## src/logic/uart_shadow_pkg.sv

```systemverilog
// Shared constants and carrier types for the UART shadow data port.
// Assumes a 32-bit classic Wishbone master and byte-wide character strobes.
package uart_shadow_pkg;

  // ==========================================================
  // Widths and depths
  localparam int unsigned BYTE_W = 8;
  localparam int unsigned DATA_W = 32;
  localparam int unsigned ADDR_W = 32;
  localparam int unsigned SEL_W = 4;
  localparam int unsigned FIFO_DEPTH = 16;
  localparam int unsigned IDX_W = 4;
  localparam int unsigned LEVEL_W = 5;
  localparam int unsigned CTRL_W = 2;
  localparam int unsigned INT_W = 3;

  // ==========================================================
  // Register byte addresses
  localparam logic [ADDR_W-1:0] SHADOW_FIRST_ADDR = 32'h5000_1030;
  localparam logic [ADDR_W-1:0] SHADOW_LAST_ADDR = 32'h5000_106C;
  localparam logic [ADDR_W-1:0] CTRL_ADDR = 32'h5000_1100;
  localparam logic [ADDR_W-1:0] LINE_STATUS_ADDR = 32'h5000_1104;
  localparam logic [ADDR_W-1:0] INT_STATUS_ADDR = 32'h5000_1108;
  localparam logic [ADDR_W-1:0] INT_MASK_ADDR = 32'h5000_110C;

  // ==========================================================
  // Field positions
  localparam int unsigned CTRL_FIFO_EN_BIT = 0;
  localparam int unsigned CTRL_IR_MODE_BIT = 1;
  localparam int unsigned LSR_DATA_READY_BIT = 0;
  localparam int unsigned LSR_OVERRUN_BIT = 1;
  localparam int unsigned LSR_THR_EMPTY_BIT = 5;
  localparam int unsigned LSR_TX_IDLE_BIT = 6;
  localparam int unsigned INT_RX_BIT = 0;
  localparam int unsigned INT_OVERRUN_BIT = 1;
  localparam int unsigned INT_THR_EMPTY_BIT = 2;

  // ==========================================================
  // Values after reset
  localparam logic [CTRL_W-1:0] CTRL_RESET = 2'h0;
  localparam logic [INT_W-1:0] INT_MASK_RESET = 3'h0;
  localparam logic [INT_W-1:0] INT_STATUS_RESET = 3'h0;
  localparam logic [BYTE_W-1:0] BYTE_RESET = 8'h00;
  localparam logic [DATA_W-1:0] DATA_RESET = 32'h0000_0000;

  // ==========================================================
  // Carriers
  typedef struct packed {
    logic cyc;
    logic stb;
    logic we;
    logic [ADDR_W-1:0] adr;
    logic [SEL_W-1:0] sel;
    logic [DATA_W-1:0] dat;
  } wb_req_s;

  typedef struct packed {
    logic valid;
    logic [BYTE_W-1:0] data;
  } char_s;

endpackage : uart_shadow_pkg

```

## src/logic/byte_fifo.sv

```systemverilog
// Byte FIFO held in flip-flops, used for both receive and transmit paths.
// Assumes the caller pops only a non-empty FIFO; a push when full is dropped
// unless a pop happens in the same cycle.
`timescale 1ns/1ns
module byte_fifo (
  input wire logic clk, // System clock.
  input wire logic resetn, // Asynchronous reset, active low.
  input wire logic flush, // Empties the FIFO.
  input wire logic push, // Offer of one byte.
  input wire logic [uart_shadow_pkg::BYTE_W-1:0] pushData, // Byte offered.
  input wire logic pop, // Removes the oldest byte.
  output logic [uart_shadow_pkg::BYTE_W-1:0] headData, // Oldest byte.
  output logic full, // All entries hold data.
  output logic empty, // No entry holds data.
  output logic [uart_shadow_pkg::LEVEL_W-1:0] level // Number of entries used.
);
  import uart_shadow_pkg::*;

  logic [BYTE_W-1:0] mem_r [FIFO_DEPTH];
  logic [IDX_W-1:0] wrPtr_r;
  logic [IDX_W-1:0] rdPtr_r;
  logic [LEVEL_W-1:0] count_r;
  logic doPop;
  logic doPush;

  // A pop is honoured only with data present; a full FIFO takes a push only alongside a pop.
  assign doPop = pop & ~empty;
  assign doPush = push & (~full | doPop);
  assign full = (count_r == LEVEL_W'(FIFO_DEPTH));
  assign empty = (count_r == '0);
  assign level = count_r;
  assign headData = mem_r[rdPtr_r];

  // Storage writes at the write pointer.
  always_ff @(posedge clk or negedge resetn) begin
    if (!resetn) begin
      for (int i = 0; i < FIFO_DEPTH; i++) begin
        mem_r[i] <= BYTE_RESET;
      end
    end else if (doPush && !flush) begin
      mem_r[wrPtr_r] <= pushData;
    end
  end

  // Pointers and fill count.
  always_ff @(posedge clk or negedge resetn) begin
    if (!resetn) begin
      wrPtr_r <= '0;
      rdPtr_r <= '0;
      count_r <= '0;
    end else if (flush) begin
      wrPtr_r <= '0;
      rdPtr_r <= '0;
      count_r <= '0;
    end else begin
      if (doPush) begin
        wrPtr_r <= wrPtr_r + 1'b1;
      end
      if (doPop) begin
        rdPtr_r <= rdPtr_r + 1'b1;
      end
      if (doPush && !doPop) begin
        count_r <= count_r + 1'b1;
      end else if (doPop && !doPush) begin
        count_r <= count_r - 1'b1;
      end
    end
  end

endmodule : byte_fifo

```

## src/logic/uart_shadow_data_port.sv

```systemverilog
// Data access part of a UART: sixteen aliased shadow words reach the receive
// buffer or receive FIFO on reads and the transmit holding byte or transmit
// FIFO on writes, plus line status, control, and interrupt registers.
// Assumes a classic Wishbone master and character strobes from an external
// serializer and deserializer running on the same clock.
//
// Register access over Wishbone was decided locally.
`timescale 1ns/1ns
module uart_shadow_data_port (
  input wire logic clk, // System clock, 20 MHz.
  input wire logic resetn, // Asynchronous reset, active low.
  input wire uart_shadow_pkg::wb_req_s wbReq, // Wishbone request group.
  output logic wbAck, // Wishbone acknowledge.
  output logic [uart_shadow_pkg::DATA_W-1:0] wbDatOut, // Wishbone read data.
  input wire uart_shadow_pkg::char_s uartRx, // Character from the UART input.
  input wire uart_shadow_pkg::char_s irRx, // Character from the infrared input.
  output uart_shadow_pkg::char_s txChar, // Character for the serializer.
  output logic txToIr, // Selects the infrared output for txChar.
  input wire logic txTake, // Serializer takes txChar this cycle.
  output logic irq // Level interrupt, active high.
);
  import uart_shadow_pkg::*;

  // ==========================================================
  // Address decoding

  // Matches any word of the aliased shadow window.
  function automatic logic isShadow(input logic [ADDR_W-1:0] adr);
    isShadow = (adr >= SHADOW_FIRST_ADDR) && (adr <= SHADOW_LAST_ADDR) &&
               (adr[1:0] == 2'b00);
  endfunction : isShadow

  logic wbAck_r;
  logic [DATA_W-1:0] wbDat_r;
  logic [DATA_W-1:0] rdData_nxt;
  logic accept;
  logic wrAcc;
  logic rdAcc;
  logic shadowHit;
  logic shadowWr;
  logic shadowRd;
  logic ctrlWr;
  logic maskWr;
  logic lineStatusRd;
  logic intStatusRd;

  // A request is taken once, in the cycle before its acknowledge.
  assign accept = wbReq.cyc & wbReq.stb & ~wbAck_r;
  assign wrAcc = accept & wbReq.we;
  assign rdAcc = accept & ~wbReq.we;
  assign shadowHit = isShadow(wbReq.adr);
  assign shadowWr = wrAcc & shadowHit & wbReq.sel[0];
  assign shadowRd = rdAcc & shadowHit;
  assign ctrlWr = wrAcc & (wbReq.adr == CTRL_ADDR) & wbReq.sel[0];
  assign maskWr = wrAcc & (wbReq.adr == INT_MASK_ADDR) & wbReq.sel[0];
  assign lineStatusRd = rdAcc & (wbReq.adr == LINE_STATUS_ADDR);
  assign intStatusRd = rdAcc & (wbReq.adr == INT_STATUS_ADDR);

  // ==========================================================
  // Control register

  logic [CTRL_W-1:0] ctrl_r;
  logic fifoEn;
  logic irMode;
  logic fifoFlush;

  assign fifoEn = ctrl_r[CTRL_FIFO_EN_BIT];
  assign irMode = ctrl_r[CTRL_IR_MODE_BIT];
  // Changing the FIFO mode empties both FIFOs so no stale byte survives.
  assign fifoFlush = ctrlWr & (wbReq.dat[CTRL_FIFO_EN_BIT] != fifoEn);

  // Holds FIFO enable and infrared mode select.
  always_ff @(posedge clk or negedge resetn) begin
    if (!resetn) begin
      ctrl_r <= CTRL_RESET;
    end else if (ctrlWr) begin
      ctrl_r <= wbReq.dat[CTRL_W-1:0];
    end
  end

  // ==========================================================
  // Receive path

  char_s rxIn;
  logic [BYTE_W-1:0] rxBuf_r;
  logic rxBufValid_r;
  logic [BYTE_W-1:0] rxHeadData;
  logic rxFull;
  logic rxEmpty;
  logic rxPush;
  logic rxPop;
  logic rxDrop;
  logic rxOverwrite;
  logic overrunEvt;
  logic overrun_r;
  logic dataReady;
  logic [BYTE_W-1:0] rxHead;

  // The active input depends on the line mode.
  assign rxIn = irMode ? irRx : uartRx;
  assign rxPush = fifoEn & rxIn.valid;
  assign rxPop = shadowRd & fifoEn & ~rxEmpty;
  // A character meeting a full FIFO is lost unless a read frees a slot.
  assign rxDrop = rxPush & rxFull & ~rxPop;
  // A character meeting an unread buffer replaces it.
  assign rxOverwrite = ~fifoEn & rxIn.valid & rxBufValid_r & ~shadowRd;
  assign overrunEvt = rxDrop | rxOverwrite;
  assign dataReady = fifoEn ? ~rxEmpty : rxBufValid_r;
  assign rxHead = fifoEn ? rxHeadData : rxBuf_r;

  byte_fifo u_rx_fifo (
    .clk(clk),
    .resetn(resetn),
    .flush(fifoFlush),
    .push(rxPush),
    .pushData(rxIn.data),
    .pop(rxPop),
    .headData(rxHeadData),
    .full(rxFull),
    .empty(rxEmpty),
    .level()
  );

  // Single receive buffer used with FIFOs off; a new byte always lands.
  always_ff @(posedge clk or negedge resetn) begin
    if (!resetn) begin
      rxBuf_r <= BYTE_RESET;
    end else if (!fifoEn && rxIn.valid) begin
      rxBuf_r <= rxIn.data;
    end
  end

  // Buffer full flag; an arrival wins over the clearing read.
  always_ff @(posedge clk or negedge resetn) begin
    if (!resetn) begin
      rxBufValid_r <= 1'b0;
    end else if (!fifoEn && rxIn.valid) begin
      rxBufValid_r <= 1'b1;
    end else if (shadowRd || fifoEn) begin
      rxBufValid_r <= 1'b0;
    end
  end

  // Sticky overrun flag, cleared by a line status read; the event wins.
  always_ff @(posedge clk or negedge resetn) begin
    if (!resetn) begin
      overrun_r <= 1'b0;
    end else if (overrunEvt) begin
      overrun_r <= 1'b1;
    end else if (lineStatusRd) begin
      overrun_r <= 1'b0;
    end
  end

  // ==========================================================
  // Transmit path

  logic [BYTE_W-1:0] holdByte_r;
  logic holdFull_r;
  logic [BYTE_W-1:0] txHeadData;
  logic txFull;
  logic txEmpty;
  logic txPop;
  logic stageFree;
  logic srcValid;
  logic [BYTE_W-1:0] srcData;
  logic txLoad;
  logic thrEmpty;
  logic thrEmptyPrev_r;
  char_s txChar_r;
  logic txToIr_r;

  assign stageFree = ~txChar_r.valid | txTake;
  assign srcValid = fifoEn ? ~txEmpty : holdFull_r;
  assign srcData = fifoEn ? txHeadData : holdByte_r;
  assign txLoad = stageFree & srcValid;
  assign txPop = txLoad & fifoEn;
  assign thrEmpty = fifoEn ? txEmpty : ~holdFull_r;

  // The FIFO refuses a write when full, unless a pop frees a slot in that cycle, and keeps its contents.
  byte_fifo u_tx_fifo (
    .clk(clk),
    .resetn(resetn),
    .flush(fifoFlush),
    .push(shadowWr & fifoEn),
    .pushData(wbReq.dat[BYTE_W-1:0]),
    .pop(txPop),
    .headData(txHeadData),
    .full(txFull),
    .empty(txEmpty),
    .level()
  );

  // Holding byte with FIFOs off; each write replaces what is pending.
  always_ff @(posedge clk or negedge resetn) begin
    if (!resetn) begin
      holdByte_r <= BYTE_RESET;
    end else if (shadowWr && !fifoEn) begin
      holdByte_r <= wbReq.dat[BYTE_W-1:0];
    end
  end

  // Holding full flag; a write wins over the hand-off to the serializer.
  always_ff @(posedge clk or negedge resetn) begin
    if (!resetn) begin
      holdFull_r <= 1'b0;
    end else if (shadowWr && !fifoEn) begin
      holdFull_r <= 1'b1;
    end else if (txLoad || fifoEn) begin
      holdFull_r <= 1'b0;
    end
  end

  // Output stage toward the serializer, with its line selection.
  always_ff @(posedge clk or negedge resetn) begin
    if (!resetn) begin
      txChar_r <= '0;
      txToIr_r <= 1'b0;
    end else if (txLoad) begin
      txChar_r <= '{valid: 1'b1, data: srcData};
      txToIr_r <= irMode;
    end else if (txTake) begin
      txChar_r.valid <= 1'b0;
    end
  end

  // Remembers the empty flag to see it rise.
  always_ff @(posedge clk or negedge resetn) begin
    if (!resetn) begin
      thrEmptyPrev_r <= 1'b1;
    end else begin
      thrEmptyPrev_r <= thrEmpty;
    end
  end

  // ==========================================================
  // Interrupts

  logic [INT_W-1:0] intStatus_r;
  logic [INT_W-1:0] intMask_r;
  logic [INT_W-1:0] intEvt;
  logic irq_r;

  assign intEvt[INT_RX_BIT] = rxIn.valid & ~rxDrop;
  assign intEvt[INT_OVERRUN_BIT] = overrunEvt;
  assign intEvt[INT_THR_EMPTY_BIT] = thrEmpty & ~thrEmptyPrev_r;

  // Sticky status cleared by its own read; new events survive the read.
  always_ff @(posedge clk or negedge resetn) begin
    if (!resetn) begin
      intStatus_r <= INT_STATUS_RESET;
    end else if (intStatusRd) begin
      intStatus_r <= intEvt;
    end else begin
      intStatus_r <= intStatus_r | intEvt;
    end
  end

  // Interrupt mask, one bit per status bit.
  always_ff @(posedge clk or negedge resetn) begin
    if (!resetn) begin
      intMask_r <= INT_MASK_RESET;
    end else if (maskWr) begin
      intMask_r <= wbReq.dat[INT_W-1:0];
    end
  end

  // Interrupt level follows any unmasked status bit.
  always_ff @(posedge clk or negedge resetn) begin
    if (!resetn) begin
      irq_r <= 1'b0;
    end else begin
      irq_r <= |(intStatus_r & intMask_r);
    end
  end

  // ==========================================================
  // Bus answer

  // Read data selection; unmapped addresses read zero.
  always_comb begin
    rdData_nxt = DATA_RESET;
    if (shadowHit) begin
      rdData_nxt[BYTE_W-1:0] = rxHead;
    end else if (wbReq.adr == CTRL_ADDR) begin
      rdData_nxt[CTRL_W-1:0] = ctrl_r;
    end else if (wbReq.adr == LINE_STATUS_ADDR) begin
      rdData_nxt[LSR_DATA_READY_BIT] = dataReady;
      rdData_nxt[LSR_OVERRUN_BIT] = overrun_r;
      rdData_nxt[LSR_THR_EMPTY_BIT] = thrEmpty;
      rdData_nxt[LSR_TX_IDLE_BIT] = thrEmpty & ~txChar_r.valid;
    end else if (wbReq.adr == INT_STATUS_ADDR) begin
      rdData_nxt[INT_W-1:0] = intStatus_r;
    end else if (wbReq.adr == INT_MASK_ADDR) begin
      rdData_nxt[INT_W-1:0] = intMask_r;
    end
  end

  // Acknowledge one cycle after a request is taken, with its read data.
  always_ff @(posedge clk or negedge resetn) begin
    if (!resetn) begin
      wbAck_r <= 1'b0;
      wbDat_r <= DATA_RESET;
    end else begin
      wbAck_r <= accept;
      wbDat_r <= rdAcc ? rdData_nxt : DATA_RESET;
    end
  end

  assign wbAck = wbAck_r;
  assign wbDatOut = wbDat_r;
  assign txChar = txChar_r;
  assign txToIr = txToIr_r;
  assign irq = irq_r;

endmodule : uart_shadow_data_port

```

## config.mk

```make
export PLATFORM = sky130hd
export DESIGN_NAME = uart_shadow_data_port
export DESIGN_NICKNAME = d
export VERILOG_FILES = /design/src/logic/uart_shadow_pkg.sv /design/src/logic/byte_fifo.sv /design/src/logic/uart_shadow_data_port.sv
export SDC_FILE = /design/constraint.sdc
export NUM_CORES = 1
export LEC_CHECK = 0
export BUFFER_PORTS_ARGS = -buffer_cell sky130_fd_sc_hd__clkbuf_2
export CAP_MARGIN = 20
export CORE_MARGIN = 8
export CORE_UTILIZATION = 40
export DETAILED_ROUTE_END_ITERATION = 8
export PLACE_DENSITY = 0.6
export SLEW_MARGIN = 15
export SYNTH_ARGS = -nofsm -noshare
export SYNTH_HDL_FRONTEND = slang
export SYNTH_SLANG_ARGS = --single-unit
```

## constraint.sdc

```tcl
create_clock -name clk -period 8.4 [get_ports clk]
set_input_delay 0 -clock clk [delete_from_list [all_inputs] [get_ports clk]]
set_output_delay 0 -clock clk [all_outputs]
set_load 0.01 [all_outputs]
```

==> out/qor.yml, run 1 <==
ys_seq_area_frac: 0.510
grt_antenna_before_repair: 0
cts_root_buf: "sky130_fd_sc_hd__clkbuf_16"
dominantRegCellSynth: "sky130_fd_sc_hd__dfrtp_1"
number_of_global_route_vias_before_repair: 9813
first_iter_violations: 487
synthArstFlopShare: 1.00
cts_setup_buffers: 0
htree_levels: 2
global_route.usage.total: 0.158
antennaDiodeCount: 0
floorplan.initialDensity: 0.407
worst-setup-path-type: "reg2reg"
timing.setup.tns_ns: 0
cts.path.max_buffers: 3
report.power.total_mw: 3.66
dieWidth_um: 217
static-leakage-power_nw: 9.00
ys_ff_latch: 330
mappedNetlistArea_um2: 16200
timing.max_slew.rel_slack: 0.338
cts_inserted_buffers: 37
critical_path.startpoint_type: "register"
vdd_drop_max_uv: 137
floorplan.rows: 73
die_y_um: 217
post-route-min-period_ns: 4.03
layout.nets: 1302
crit_path_end_kind: "register"
design.portCount: 136
maxCapViolCount: 0
remaining_drc_errors: 0
avgViaCountPerCell: 5.39
vias: 9399
fmaxAchievable_ghz: 0.248
clock_insertion_delay_worst_skew_ns: 0.52
final-setup-viol-count: 0
timing_worst_slew_pin_value_ns: 0.993
number_of_distinct_library_cells_after_synthesis: 65
synth_cells: 1119
synth-warning-count: 0
routed_wirelength_normalized_by_instance_count_um: 21.0
hold_slack_ns: 0.0349
postSynthAreaPerCell_um2: 14.5
rsz0062_at_grt: "no"
routed_wirelength_um: 36600
synth_edf_count: 0
worst-path-max-fanout: 18
drtAntennaViolNets: 0
grt-ovfl-total: 0
critPathRequiredTime_ns: 8.81
finalMaxSlewViolations: 0
holdCritPathClass: "in2reg"
cts.clk_slew.worst_paths_ns: 0.06
outcome: "finished, final reports clean"
tritoncts_num_sinks: 330
areaGrowthSynthToFinish_pct: 13.1
floorplan.core_area_um2: 39800
grt_pass1_wl_um: 59000
worst_ep_arrival_time_ns: 4.44
grt_start_max_net_pins: 138
drive_gt1_frac: 0.457
port-buffer-count: 84
dpl-instance-area_um2: 17000
cts_tree: "built"
period_share: 0.480
hold_violations: 0
r2r_slack_ns: 4.37
finalWeightedCongestion: 0.775
design.die.area_um2: 47200
pwr_density_cell_nw_per_um2: 200
post-route-cell-area_um2: 18300
hpwlAfterDp_um: 24900
drt_first_pass_iters: 5
finalClockSkew_ns: 0.0160
cells by family after synthesis:
logic type | synth area share
multiplexers | 0.336
flip-flops | 0.510
AND/OR/NAND/NOR | 0.0737
buffers and inverters | 0.0330
AO/OA/AOI/OAI | 0.0264
adder cells (fa/ha/maj) | 0.0156
XOR/XNOR | 0.00540
other | 0.000231
registers in the layout, indices dropped and copies added, names as in the netlist, 2 cells and up:
name / flops
u_rx_fifo.mem_r: 128
u_rx_fifo.wrPtr_r: 4
rxBuf_r: 8
u_rx_fifo.rdPtr_r: 4
u_tx_fifo.wrPtr_r: 4
txChar: 9
u_rx_fifo.level: 5
wbDatOut: 8
intStatus_r: 3
ctrl_r: 2
u_tx_fifo.rdPtr_r: 4
intMask_r: 3
u_tx_fifo.level: 5
holdByte_r: 8
u_tx_fifo.mem_r: 128
critical path: stages (launching register included):
cell and delay [ns]:
sky130_fd_sc_hd__dfrtp_1 0.74, sky130_fd_sc_hd__mux2i_1 0.42, sky130_fd_sc_hd__nor2_1 0.82, sky130_fd_sc_hd__o211ai_1 0.42, sky130_fd_sc_hd__fa_1 0.51, sky130_fd_sc_hd__a21o_1 0.20
sky130_fd_sc_hd__a21oi_1 0.27, sky130_fd_sc_hd__nand2b_1 0.14, sky130_fd_sc_hd__o21ai_0 0.08, sky130_fd_sc_hd__a221oi_1 0.32
area by class of cell:
type	count	area (um^2)
clock buffer	57	1130
clock inverter	9	76.3
fill	3506	21500
inverter	14	52.6
multi-input combinational	703	7500
sequential	330	8260
tap	525	657
timing repair buffer	105	646
report_power, final:
part           internal (mW)  total, mW  switching (mW)  leakage, nW
combinational          0.162      0.386           0.224         3.87
sequential              1.63       1.68          0.0526         4.53
clock                  0.960       1.59           0.633        0.598
total                   2.75       3.66           0.910         9.00
cell usage after synthesis (all sizes together), types with 2 or more instances:
master	n	area, um^2
o31ai	3	36.3
ha	17	213
nand2b	4	25.0
or4b	2	20.0
o211ai	2	15.0
inv	13	48.8
xnor2	4	35.0
or4	7	52.6
and2	4	25.0
buf	51	314
nor4	8	83.8
nor2	34	128
nand2	33	124
nor3	4	20.0
nand3	40	280
a21oi	29	149
nand4	13	148
nor4b	3	47.5
and4b	2	20.0
fa	2	40.0
or3	9	56.3
mux2i	27	270
xor2	6	52.6
o21ai	13	65.1
clkbuf	44	168
a21o	6	45.0
and3	15	93.8
mux4	81	1820
mux2	287	3350
nor2b	5	31.3
dfrtp	329	8230
o22ai	3	18.8
metal layers:
layer	vias to the layer above	part of all wire	track usage
met5	-	0	0
met4	0	0.012	0.0363
met3	34	0.047	0.0318
met2	175	0.44	0.234
met1	4919	0.50	0.236
li1	4271	-	-
repair_timing:
item,in CTS,in global routing
resized for setup,0,0
hold buffers,10,0
hold endpoints to repair,153,0
endpoints found under the setup margin,0,0
per-stage QoR:
step                std cells   util  setup slack [ns]
global placement         1665  0.426              4.46
global route             1743  0.460              3.98
floorplan                1142      -              5.11
detailed placement       1665  0.426              4.39
CTS                      1741  0.459              4.38
finish                   1743  0.460              4.37
path summary, 6_finish.rpt:
| kind | start | to | depth (start not counted) |
|---|---|---|---|
| max | ctrl_r[1] | u_rx_fifo.level[4] | 9 |
| min | wbReq[5] | holdByte_r[5] | 2 |
| max reg2reg | ctrl_r[1] | u_rx_fifo.level[4] | 9 |
| min reg2reg | u_tx_fifo.mem_r[41] | u_tx_fifo.mem_r[41] | 1 |
| max in group asynchronous | resetn | u_rx_fifo.mem_r[64] | 3 |
| min in group asynchronous | resetn | u_rx_fifo.mem_r[127] | 2 |
layout by cell type (no fill, tap or decap), types with 5 or more instances in the layout:
master	Yosys	routed
sky130_fd_sc_hd__nor2_1	34	34
sky130_fd_sc_hd__or3_1	9	9
sky130_fd_sc_hd__clkbuf_16	0	39
sky130_fd_sc_hd__mux4_2	81	81
sky130_fd_sc_hd__clkbuf_8	0	9
sky130_fd_sc_hd__nand3_2	16	16
sky130_fd_sc_hd__inv_1	13	13
sky130_fd_sc_hd__mux2_4	32	32
sky130_fd_sc_hd__clkinv_2	0	6
sky130_fd_sc_hd__clkbuf_1	42	9
sky130_fd_sc_hd__clkbuf_2	2	83
sky130_fd_sc_hd__conb_1	1	24
sky130_fd_sc_hd__dfrtp_1	329	327
sky130_fd_sc_hd__a21oi_1	28	28
sky130_fd_sc_hd__nand4_1	8	8
sky130_fd_sc_hd__a21o_1	6	6
sky130_fd_sc_hd__ha_1	17	17
sky130_fd_sc_hd__buf_4	29	9
sky130_fd_sc_hd__and3_1	15	15
sky130_fd_sc_hd__nor2b_1	5	5
sky130_fd_sc_hd__o21ai_0	13	13
sky130_fd_sc_hd__dlygate4sd3_1	0	10
sky130_fd_sc_hd__or4_1	7	7
sky130_fd_sc_hd__mux2_2	255	255
sky130_fd_sc_hd__xor2_1	6	6
sky130_fd_sc_hd__mux2i_1	27	27
sky130_fd_sc_hd__nand3_1	24	24
sky130_fd_sc_hd__nand2_1	33	33
(Power assumes the default switching activity.)
==> run 2: changes to the inputs <==
- ABC_AREA: not set -> 1
- PLACE_DENSITY: 0.6 -> 0.62
- clock period: 8.4 -> 3.25 ns (I/O delays scaled with it)
==> run 2 against run 1 <==
Synthesized cell count rose by 78%; sequential cell count unchanged; non-clock buffer count is 30 higher; total power is 140% higher; clock skew increased by 0.0067 ns; register-to-register slack got worse by 3.8 ns; critical path depth is 5 higher; sequential power up 150%; largest power group is now clock.
==> out/qor.yml, run 2 <==
rsz0062_at_grt: "no"
hpwlAfterDp_um: 30400  # +22%
area_fraction_of_the_dominant_cell_type_after_synthesis: 0.499  # -0.00898
routed_wirelength_normalized_by_instance_count_um: 17.3  # -18%
global_route.usage.total: 0.188  # +0.0296
worst-setup-path-type: "in2reg"
remaining_drc_errors: 0  # unchanged
grt_pass1_wl_um: 73000  # +24%
netlist_top_cells_area: "sky130_fd_sc_hd__dfrtp_1 (50%), sky130_fd_sc_hd__nand2_1 (12%), sky130_fd_sc_hd__o21ai_0 (6.7%)"
holdCritPathClass: "in2reg"
outcome: "finished, final reports clean"
clock_insertion_delay_worst_skew_ns: 0.53  # about the same
critPathRequiredTime_ns: 3.72  # -5.09 ns
design.portCount: 136  # unchanged
drt_first_pass_iters: 5  # unchanged
cts.clk_slew.worst_paths_ns: 0.06  # about the same
htree_levels: 2  # unchanged
post-route-min-period_ns: 2.94
worst-path-max-fanout: 9  # -9
synth-warning-count: 0  # unchanged
cts_root_buf: "sky130_fd_sc_hd__clkbuf_16"
antennaDiodeCount: 0  # unchanged
synthArstFlopShare: 1.00  # unchanged
first_iter_violations: 1034  # +110%
vdd_drop_max_uv: 375  # +170%
maxCapViolCount: 0  # unchanged
yosysTopAreaCell: "sky130_fd_sc_hd__dfrtp_1"
dieWidth_um: 219  # +0.83%
mappedNetlistArea_um2: 16500  # +1.8%
layout.nets: 2172  # +67%
worst_ep_arrival_time_ns: 3.41  # -1.03 ns
finalMaxSlewViolations: 0  # unchanged
crit_path_end_kind: "register"
drive_gt1_frac: 0.119  # -0.339
timing_worst_slew_pin_value_ns: 0.841  # -0.152 ns
commonest_cells_after_routing_fill_and_taps_aside: "sky130_fd_sc_hd__nand2_1 (531), sky130_fd_sc_hd__dfrtp_1 (327), sky130_fd_sc_hd__o21ai_0 (220), sky130_fd_sc_hd__nor2_1 (176), sky130_fd_sc_hd__o21ai_1 (146)"
cts.path.max_buffers: 3  # unchanged
cts_inserted_buffers: 36  # -2.7%
final-setup-viol-count: 0  # unchanged
areaGrowthSynthToFinish_pct: 12.9
pwr_density_cell_nw_per_um2: 476  # +140%
floorplan.core_area_um2: 40700  # +2.3%
drtAntennaViolNets: 0  # unchanged
port-buffer-count: 84  # unchanged
post-route-util: 0.457  # -0.00316
tritoncts_num_sinks: 330  # unchanged
grt-ovfl-total: 0  # unchanged
cts_tree: "built"
number_of_global_route_vias_before_repair: 13500  # +37%
hold_violations: 0  # unchanged
timing.setup.tns_ns: 0  # unchanged
die_y_um: 219  # +0.83%
timing.max_slew.rel_slack: 0.439  # +0.101
dp.cells: 2543  # +53%
final_instance_count_without_filler_cells: 2620  # +50%
number_of_distinct_library_cells_after_synthesis: 50  # -23%
synth_most_common_cell: "sky130_fd_sc_hd__nand2_1"
vias: 13800  # +47%
floorplan.initialDensity: 0.405  # -0.00199
routed_wirelength_um: 45300  # +24%
critical_path.startpoint_type: "input port"
static-leakage-power_nw: 9.03  # +0.31%
floorplan.rows: 74  # +1.4%
finalWeightedCongestion: 0.840  # +8.4%
avgViaCountPerCell: 5.27  # -2.4%
grt_antenna_before_repair: 0  # unchanged
synth_common_cells: "sky130_fd_sc_hd__nand2_1 (531), sky130_fd_sc_hd__dfrtp_1 (329), sky130_fd_sc_hd__o21ai_0 (220)"
synth_edf_count: 0  # unchanged
period_share: 0.903
ys_seq_area_frac: 0.501  # -0.00901
finalClockSkew_ns: 0.0226  # +0.00666 ns
fmaxAchievable_ghz: 0.341
ys_ff_latch: 330  # unchanged
most_common_cell_after_layout_fill_and_taps_aside: "sky130_fd_sc_hd__nand2_1"
dominantRegCellSynth: "sky130_fd_sc_hd__dfrtp_1"
design.die.area_um2: 48000  # +1.7%
synth_cells: 1996  # +78%
grt_start_max_net_pins: 103  # -25%
postSynthAreaPerCell_um2: 8.27  # -43%
[run 2: cell count changes after synthesis, moves of 24 or more]
cell,previous run,this run
sky130_fd_sc_hd__mux2_2,255,0
sky130_fd_sc_hd__nand2_1,33,531
sky130_fd_sc_hd__mux4_2,81,0
sky130_fd_sc_hd__o21ai_1,0,146
sky130_fd_sc_hd__nand2_4,0,24
sky130_fd_sc_hd__o211ai_1,2,48
sky130_fd_sc_hd__o21ai_0,13,220
sky130_fd_sc_hd__nor2_1,34,177
sky130_fd_sc_hd__mux2i_1,27,0
sky130_fd_sc_hd__mux2_4,32,0
sky130_fd_sc_hd__inv_1,13,107
sky130_fd_sc_hd__buf_6,1,28
sky130_fd_sc_hd__nand3_1,24,105
[run 2: what timing repair did]
action | CTS | global route
endpoints found under the hold margin | 101 | 0
endpoints found under the setup margin | 0 | 1
resized for setup | 0 | 2
setup buffers | 0 | 2
hold buffers | 10 | 0
[run 2: kinds of logic (layout without fill, tap and decap cells)]
group / after synthesis / in the layout / synth area share
AND/OR/NAND/NOR: 891 / 891 / 0.236
AO/OA/AOI/OAI: 501 / 501 / 0.168
flip-flops: 330 / 330 / 0.501
buffers and inverters: 245 / 314 / 0.0746
adder cells (fa/ha/maj): 19 / 19 / 0.0153
XOR/XNOR: 9 / 9 / 0.00478
other: 1 / 24 / 0.000227
[run 2: layout make-up]
class | instances | area [um^2]
fill | 3985 | 22100
sequential | 330 | 8260
multi-input combinational | 1444 | 7100
clock buffer | 52 | 1060
timing repair buffer | 135 | 888
tap | 532 | 666
inverter | 114 | 428
clock inverter | 13 | 211
[run 2: worst paths after layout]
path	start	endpoint	slack, ns	depth (start not counted)
max in group asynchronous	resetn	thrEmptyPrev_r	2.23	3
min in group asynchronous	resetn	u_rx_fifo.mem_r[106]	0.13	2
worst max-delay path	wbReq[69]	u_rx_fifo.mem_r[97]	0.31	14
worst min register to register	rxBuf_r[4]	rxBuf_r[4]	0.48	2
worst max register to register	wbAck	u_rx_fifo.mem_r[97]	0.61	10
worst min-delay path	uartRx[6]	u_rx_fifo.mem_r[6]	0.01	5
[run 2: worst max-delay path: stages]
cell                            delay (ns)
sky130_fd_sc_hd__dlygate4sd3_1        0.54
sky130_fd_sc_hd__clkbuf_2             0.10
sky130_fd_sc_hd__nand2_1              0.03
sky130_fd_sc_hd__dlygate4sd3_1        0.54
sky130_fd_sc_hd__nor2_1               0.15
sky130_fd_sc_hd__inv_1                0.10
sky130_fd_sc_hd__nor3_2               0.10
sky130_fd_sc_hd__buf_4                0.16
sky130_fd_sc_hd__nand3_1              0.34
sky130_fd_sc_hd__nand2_1              0.26
sky130_fd_sc_hd__clkinv_1             0.33
sky130_fd_sc_hd__nand4_1              0.53
sky130_fd_sc_hd__nand2_1              0.11
sky130_fd_sc_hd__nand2_1              0.09
[run 2: per-layer routing]
metal  up-vias  GRT usage  part of all wire
met5         -          0                 0
met4         0     0.0694             0.033
met3        74     0.0230             0.044
met2       347      0.317              0.49
met1      6674      0.245              0.44
li1       6700          -                 -
[run 2: stage by stage]
stage | hold slack (ns) | cell area [um^2] | total power [mW] | worst slack (ns)
final | 0.0124 | 18600 | 8.87 | 0.314
after detailed placement | 0.130 | 17200 | 4.55 | 0.432
after global routing | 0.0555 | 18600 | 9.16 | 0.0477
after CTS | 0.00616 | 18600 | 8.96 | 0.238
after floorplan | -0.296 | 16600 | 4.36 | 0.672
after global placement | 0.127 | 17200 | 4.55 | 0.471
[run 2: report_power, final]
group          leakage, nW  total (mW)  internal (mW)  switching (mW)
Clock                0.625        4.39           2.68            1.71
Sequential            4.52        4.14           4.13          0.0108
Combinational         3.88       0.340         0.0817           0.258
Total                 9.03        8.87           6.89            1.98
==> run 3: changes to the inputs <==
- CTS_BUF_LIST: not set -> sky130_fd_sc_hd__clkbuf_4
==> run 3 against run 2 <==
Total power fell by 7.3%; clock power down 16%; setup slack worse by 0.16 ns; largest cell class unchanged; critical path type unchanged; largest power group is now sequential cells.
==> out/qor.yml, run 3 (same netlist as run 2, synthesis figures left out) <==
outcome: "finished, final reports clean"
drive_gt1_frac: 0.148  # +0.0291
combinational_fraction_of_design_power: 0.051  # +0.013
timing_worst_slew_pin_value_ns: 0.820  # -0.0215 ns
grt.met3_usage: 0.0376  # +0.0146
maxCapViolCount: 0  # unchanged
cts_inserted_buffers: 87  # +140%
remaining_drc_errors: 0  # unchanged
avgViaCountPerCell: 5.27  # +0.17%
worst_ep_arrival_time_ns: 3.77  # +0.36 ns
path_common_cell: "sky130_fd_sc_hd__dlygate4sd3_1"
timing.max_slew.rel_slack: 0.453  # +0.0137
layout.nets: 2305  # +6.1%
critPathRequiredTime_ns: 3.93  # +0.21 ns
worst-setup-path-type: "in2reg"
grt_antenna_before_repair: 1  # +1
post_route_setup_slack_ns: 0.154  # -0.160 ns
timing.setup.tns_ns: 0  # unchanged
grt_pass1_wl_um: 77700  # +6.4%
cp_num_buf_inv: 7  # +1
commonest_cells_after_routing_fill_and_taps_aside: "sky130_fd_sc_hd__nand2_1 (526), sky130_fd_sc_hd__dfrtp_1 (327), sky130_fd_sc_hd__o21ai_0 (219), sky130_fd_sc_hd__nor2_1 (176), sky130_fd_sc_hd__o21ai_1 (147)"
routed_wirelength_normalized_by_instance_count_um: 17.4  # +0.52%
most_common_cell_after_layout_fill_and_taps_aside: "sky130_fd_sc_hd__nand2_1"
pre_cts_ws_ns: 0.432  # unchanged
worst-path-max-fanout: 3  # -6
cts_root_buf: "sky130_fd_sc_hd__clkbuf_4"
grt-ovfl-total: 0  # unchanged
path_cells: "dlygate4sd3_1, clkbuf_2, nor2_1, inv_1, nor2_1, dlygate4sd3_1, nand4_1, dlygate4sd3_1, nand3_1, dlygate4sd3_1, nand2_1, dlygate4sd3_1, a21oi_2"
vias: 14700  # +6.7%
htree_levels: 3  # +1
fmaxAchievable_ghz: 0.323  # -5.2%
grt_start_max_net_pins: 92  # -11%
swShare: 0.249  # +0.0258
cts_tree: "built"
die_y_um: 219  # unchanged
p_seq_frac: 0.503  # +0.036
global_route.usage.total: 0.202  # +0.0142
floorplan.initialDensity: 0.405  # unchanged
rsz0062_at_grt: "no"
dieWidth_um: 219  # unchanged
tritoncts_num_sinks: 330  # unchanged
port-buffer-count: 84  # unchanged
pwr-share-clk: 0.446  # -0.049
drt_first_pass_iters: 5  # unchanged
holdCritPathClass: "in2reg"
areaGrowthSynthToFinish_pct: 17.2
hold_slack_ns: 0.0635  # +0.0511 ns
critical-path-max-stage-delay_ns: 0.62  # +0.08 ns
routed_wirelength_um: 48500  # +7.1%
clock_insertion_delay_worst_skew_ns: 0.79  # +0.26 ns
crit_path_end_kind: "register"
hpwlAfterDp_um: 30400  # unchanged
grt_use_met1: 0.250  # +0.00473
design.portCount: 136  # unchanged
finalWeightedCongestion: 0.840  # unchanged
timing.critical_path.slowest_stage_cell: "sky130_fd_sc_hd__dlygate4sd3_1"
number_of_global_route_vias_before_repair: 14600  # +8.4%
cts.clk_slew.worst_paths_ns: 0.06  # about the same
final-setup-viol-count: 0  # unchanged
post-route-util: 0.474  # +0.0174
floorplan.core_area_um2: 40700  # unchanged
floorplan.rows: 74  # unchanged
use_met2: 0.337  # +0.0199
post-route-min-period_ns: 3.10  # +0.160 ns
vdd_drop_max_uv: 290  # -23%
cpLargestDelayFamily: "buffers and inverters"
cts.path.max_buffers: 3  # unchanged
total_internal_power_mw: 6.17  # -10%
design.die.area_um2: 48000  # unchanged
finalClockSkew_ns: 0.0451  # +0.0225 ns
pwr_density_cell_nw_per_um2: 425  # -11%
static-leakage-power_nw: 9.44  # +4.6%
hold_violations: 0  # unchanged
finalMaxSlewViolations: 0  # unchanged
period_share: 0.953  # +0.0492
p_switching_mw: 2.05  # +3.4%
first_iter_violations: 1169  # +13%
critical_path.startpoint_type: "input port"
drtAntennaViolNets: 0  # unchanged
grt-busiest-layer: "met2"
==> run 3: changes by cell type in the layout (fill, tap and decap cells not counted), sizes merged <==
| cell | previous run | this run |
|---|---|---|
| buf | 42 | 46 |
| bufinv | 5 | 2 |
| clkbuf | 135 | 207 |
| clkinv | 9 | 27 |
| clkinvlp | 1 | 0 |
| diode | 0 | 2 |
| dlygate4sd3 | 10 | 87 |
| dlymetal6s4s | 0 | 1 |
| inv | 112 | 114 |
==> run 3: tightest hold or removal path, delay by kind of cell <==
kind / cells / cell delay (ns)
simple gates: 6 / 0.60
buf+inv: 1 / 0.08
compound gates: 1 / 0.11
==> run 3: final timing paths <==
kind                                     startpoint                    to  slack, ns  cells after the start
worst max-delay path                      wbReq[37]           wbDatOut[1]       0.15                     13
worst min-delay path                      wbReq[63]           wbDatOut[1]       0.06                      8
worst max register to register                wbAck             ctrl_r[0]       0.52                     11
worst min register to register  u_rx_fifo.mem_r[32]   u_rx_fifo.mem_r[32]       0.48                      2
max in group asynchronous                    resetn  u_tx_fifo.rdPtr_r[1]       2.25                      4
min in group asynchronous                    resetn  u_rx_fifo.mem_r[109]       0.45                      4
==> run 3: timing repair <==
item	in CTS	in global routing
buffers inserted	0	5
setup endpoints to repair	0	45
gates resized for setup	0	17
hold buffers	93	1
endpoints found under the hold margin	540	1
==> run 3: final cells by class <==
| type | instances | area, um^2 |
|---|---|---|
| clock buffers | 124 | 931 |
| clock inverters | 29 | 164 |
| inverters | 114 | 428 |
| repair buffers | 217 | 1720 |
| multi-input cells | 1444 | 7150 |
| well taps | 532 | 666 |
| flip-flops and latches | 330 | 8260 |
| fillers | 3956 | 21400 |
| diodes | 2 | 5.00 |
==> run 3: metrics by stage <==
stage	instances	total power, mW	cell area, um^2
after floorplan	2019	4.36	16600
after global placement	2543	4.55	17200
after detailed placement	2543	4.55	17200
after CTS	2789	8.31	19300
after global routing	2791	8.58	19300
final	2792	8.22	19300
==> run 3: power groups by stage <==
stage / Combinational, mW / Clock (mW) / Sequential, mW
after floorplan: 0.149 / 0 / 4.22
after global placement: 0.335 / 0 / 4.21
after detailed placement: 0.339 / 0 / 4.21
after CTS: 0.419 / 3.76 / 4.14
after global routing: 0.467 / 3.98 / 4.14
final: 0.416 / 3.67 / 4.14
==> run 3: routing by layer <==
layer | vias up | routed length (um) | part of all wire
li1 | 7031 | - | -
met2 | 468 | 23400 | 0.48
met5 | - | 0 | 0
met3 | 132 | 2490 | 0.051
met4 | 0 | 2110 | 0.044
met1 | 7095 | 20400 | 0.42
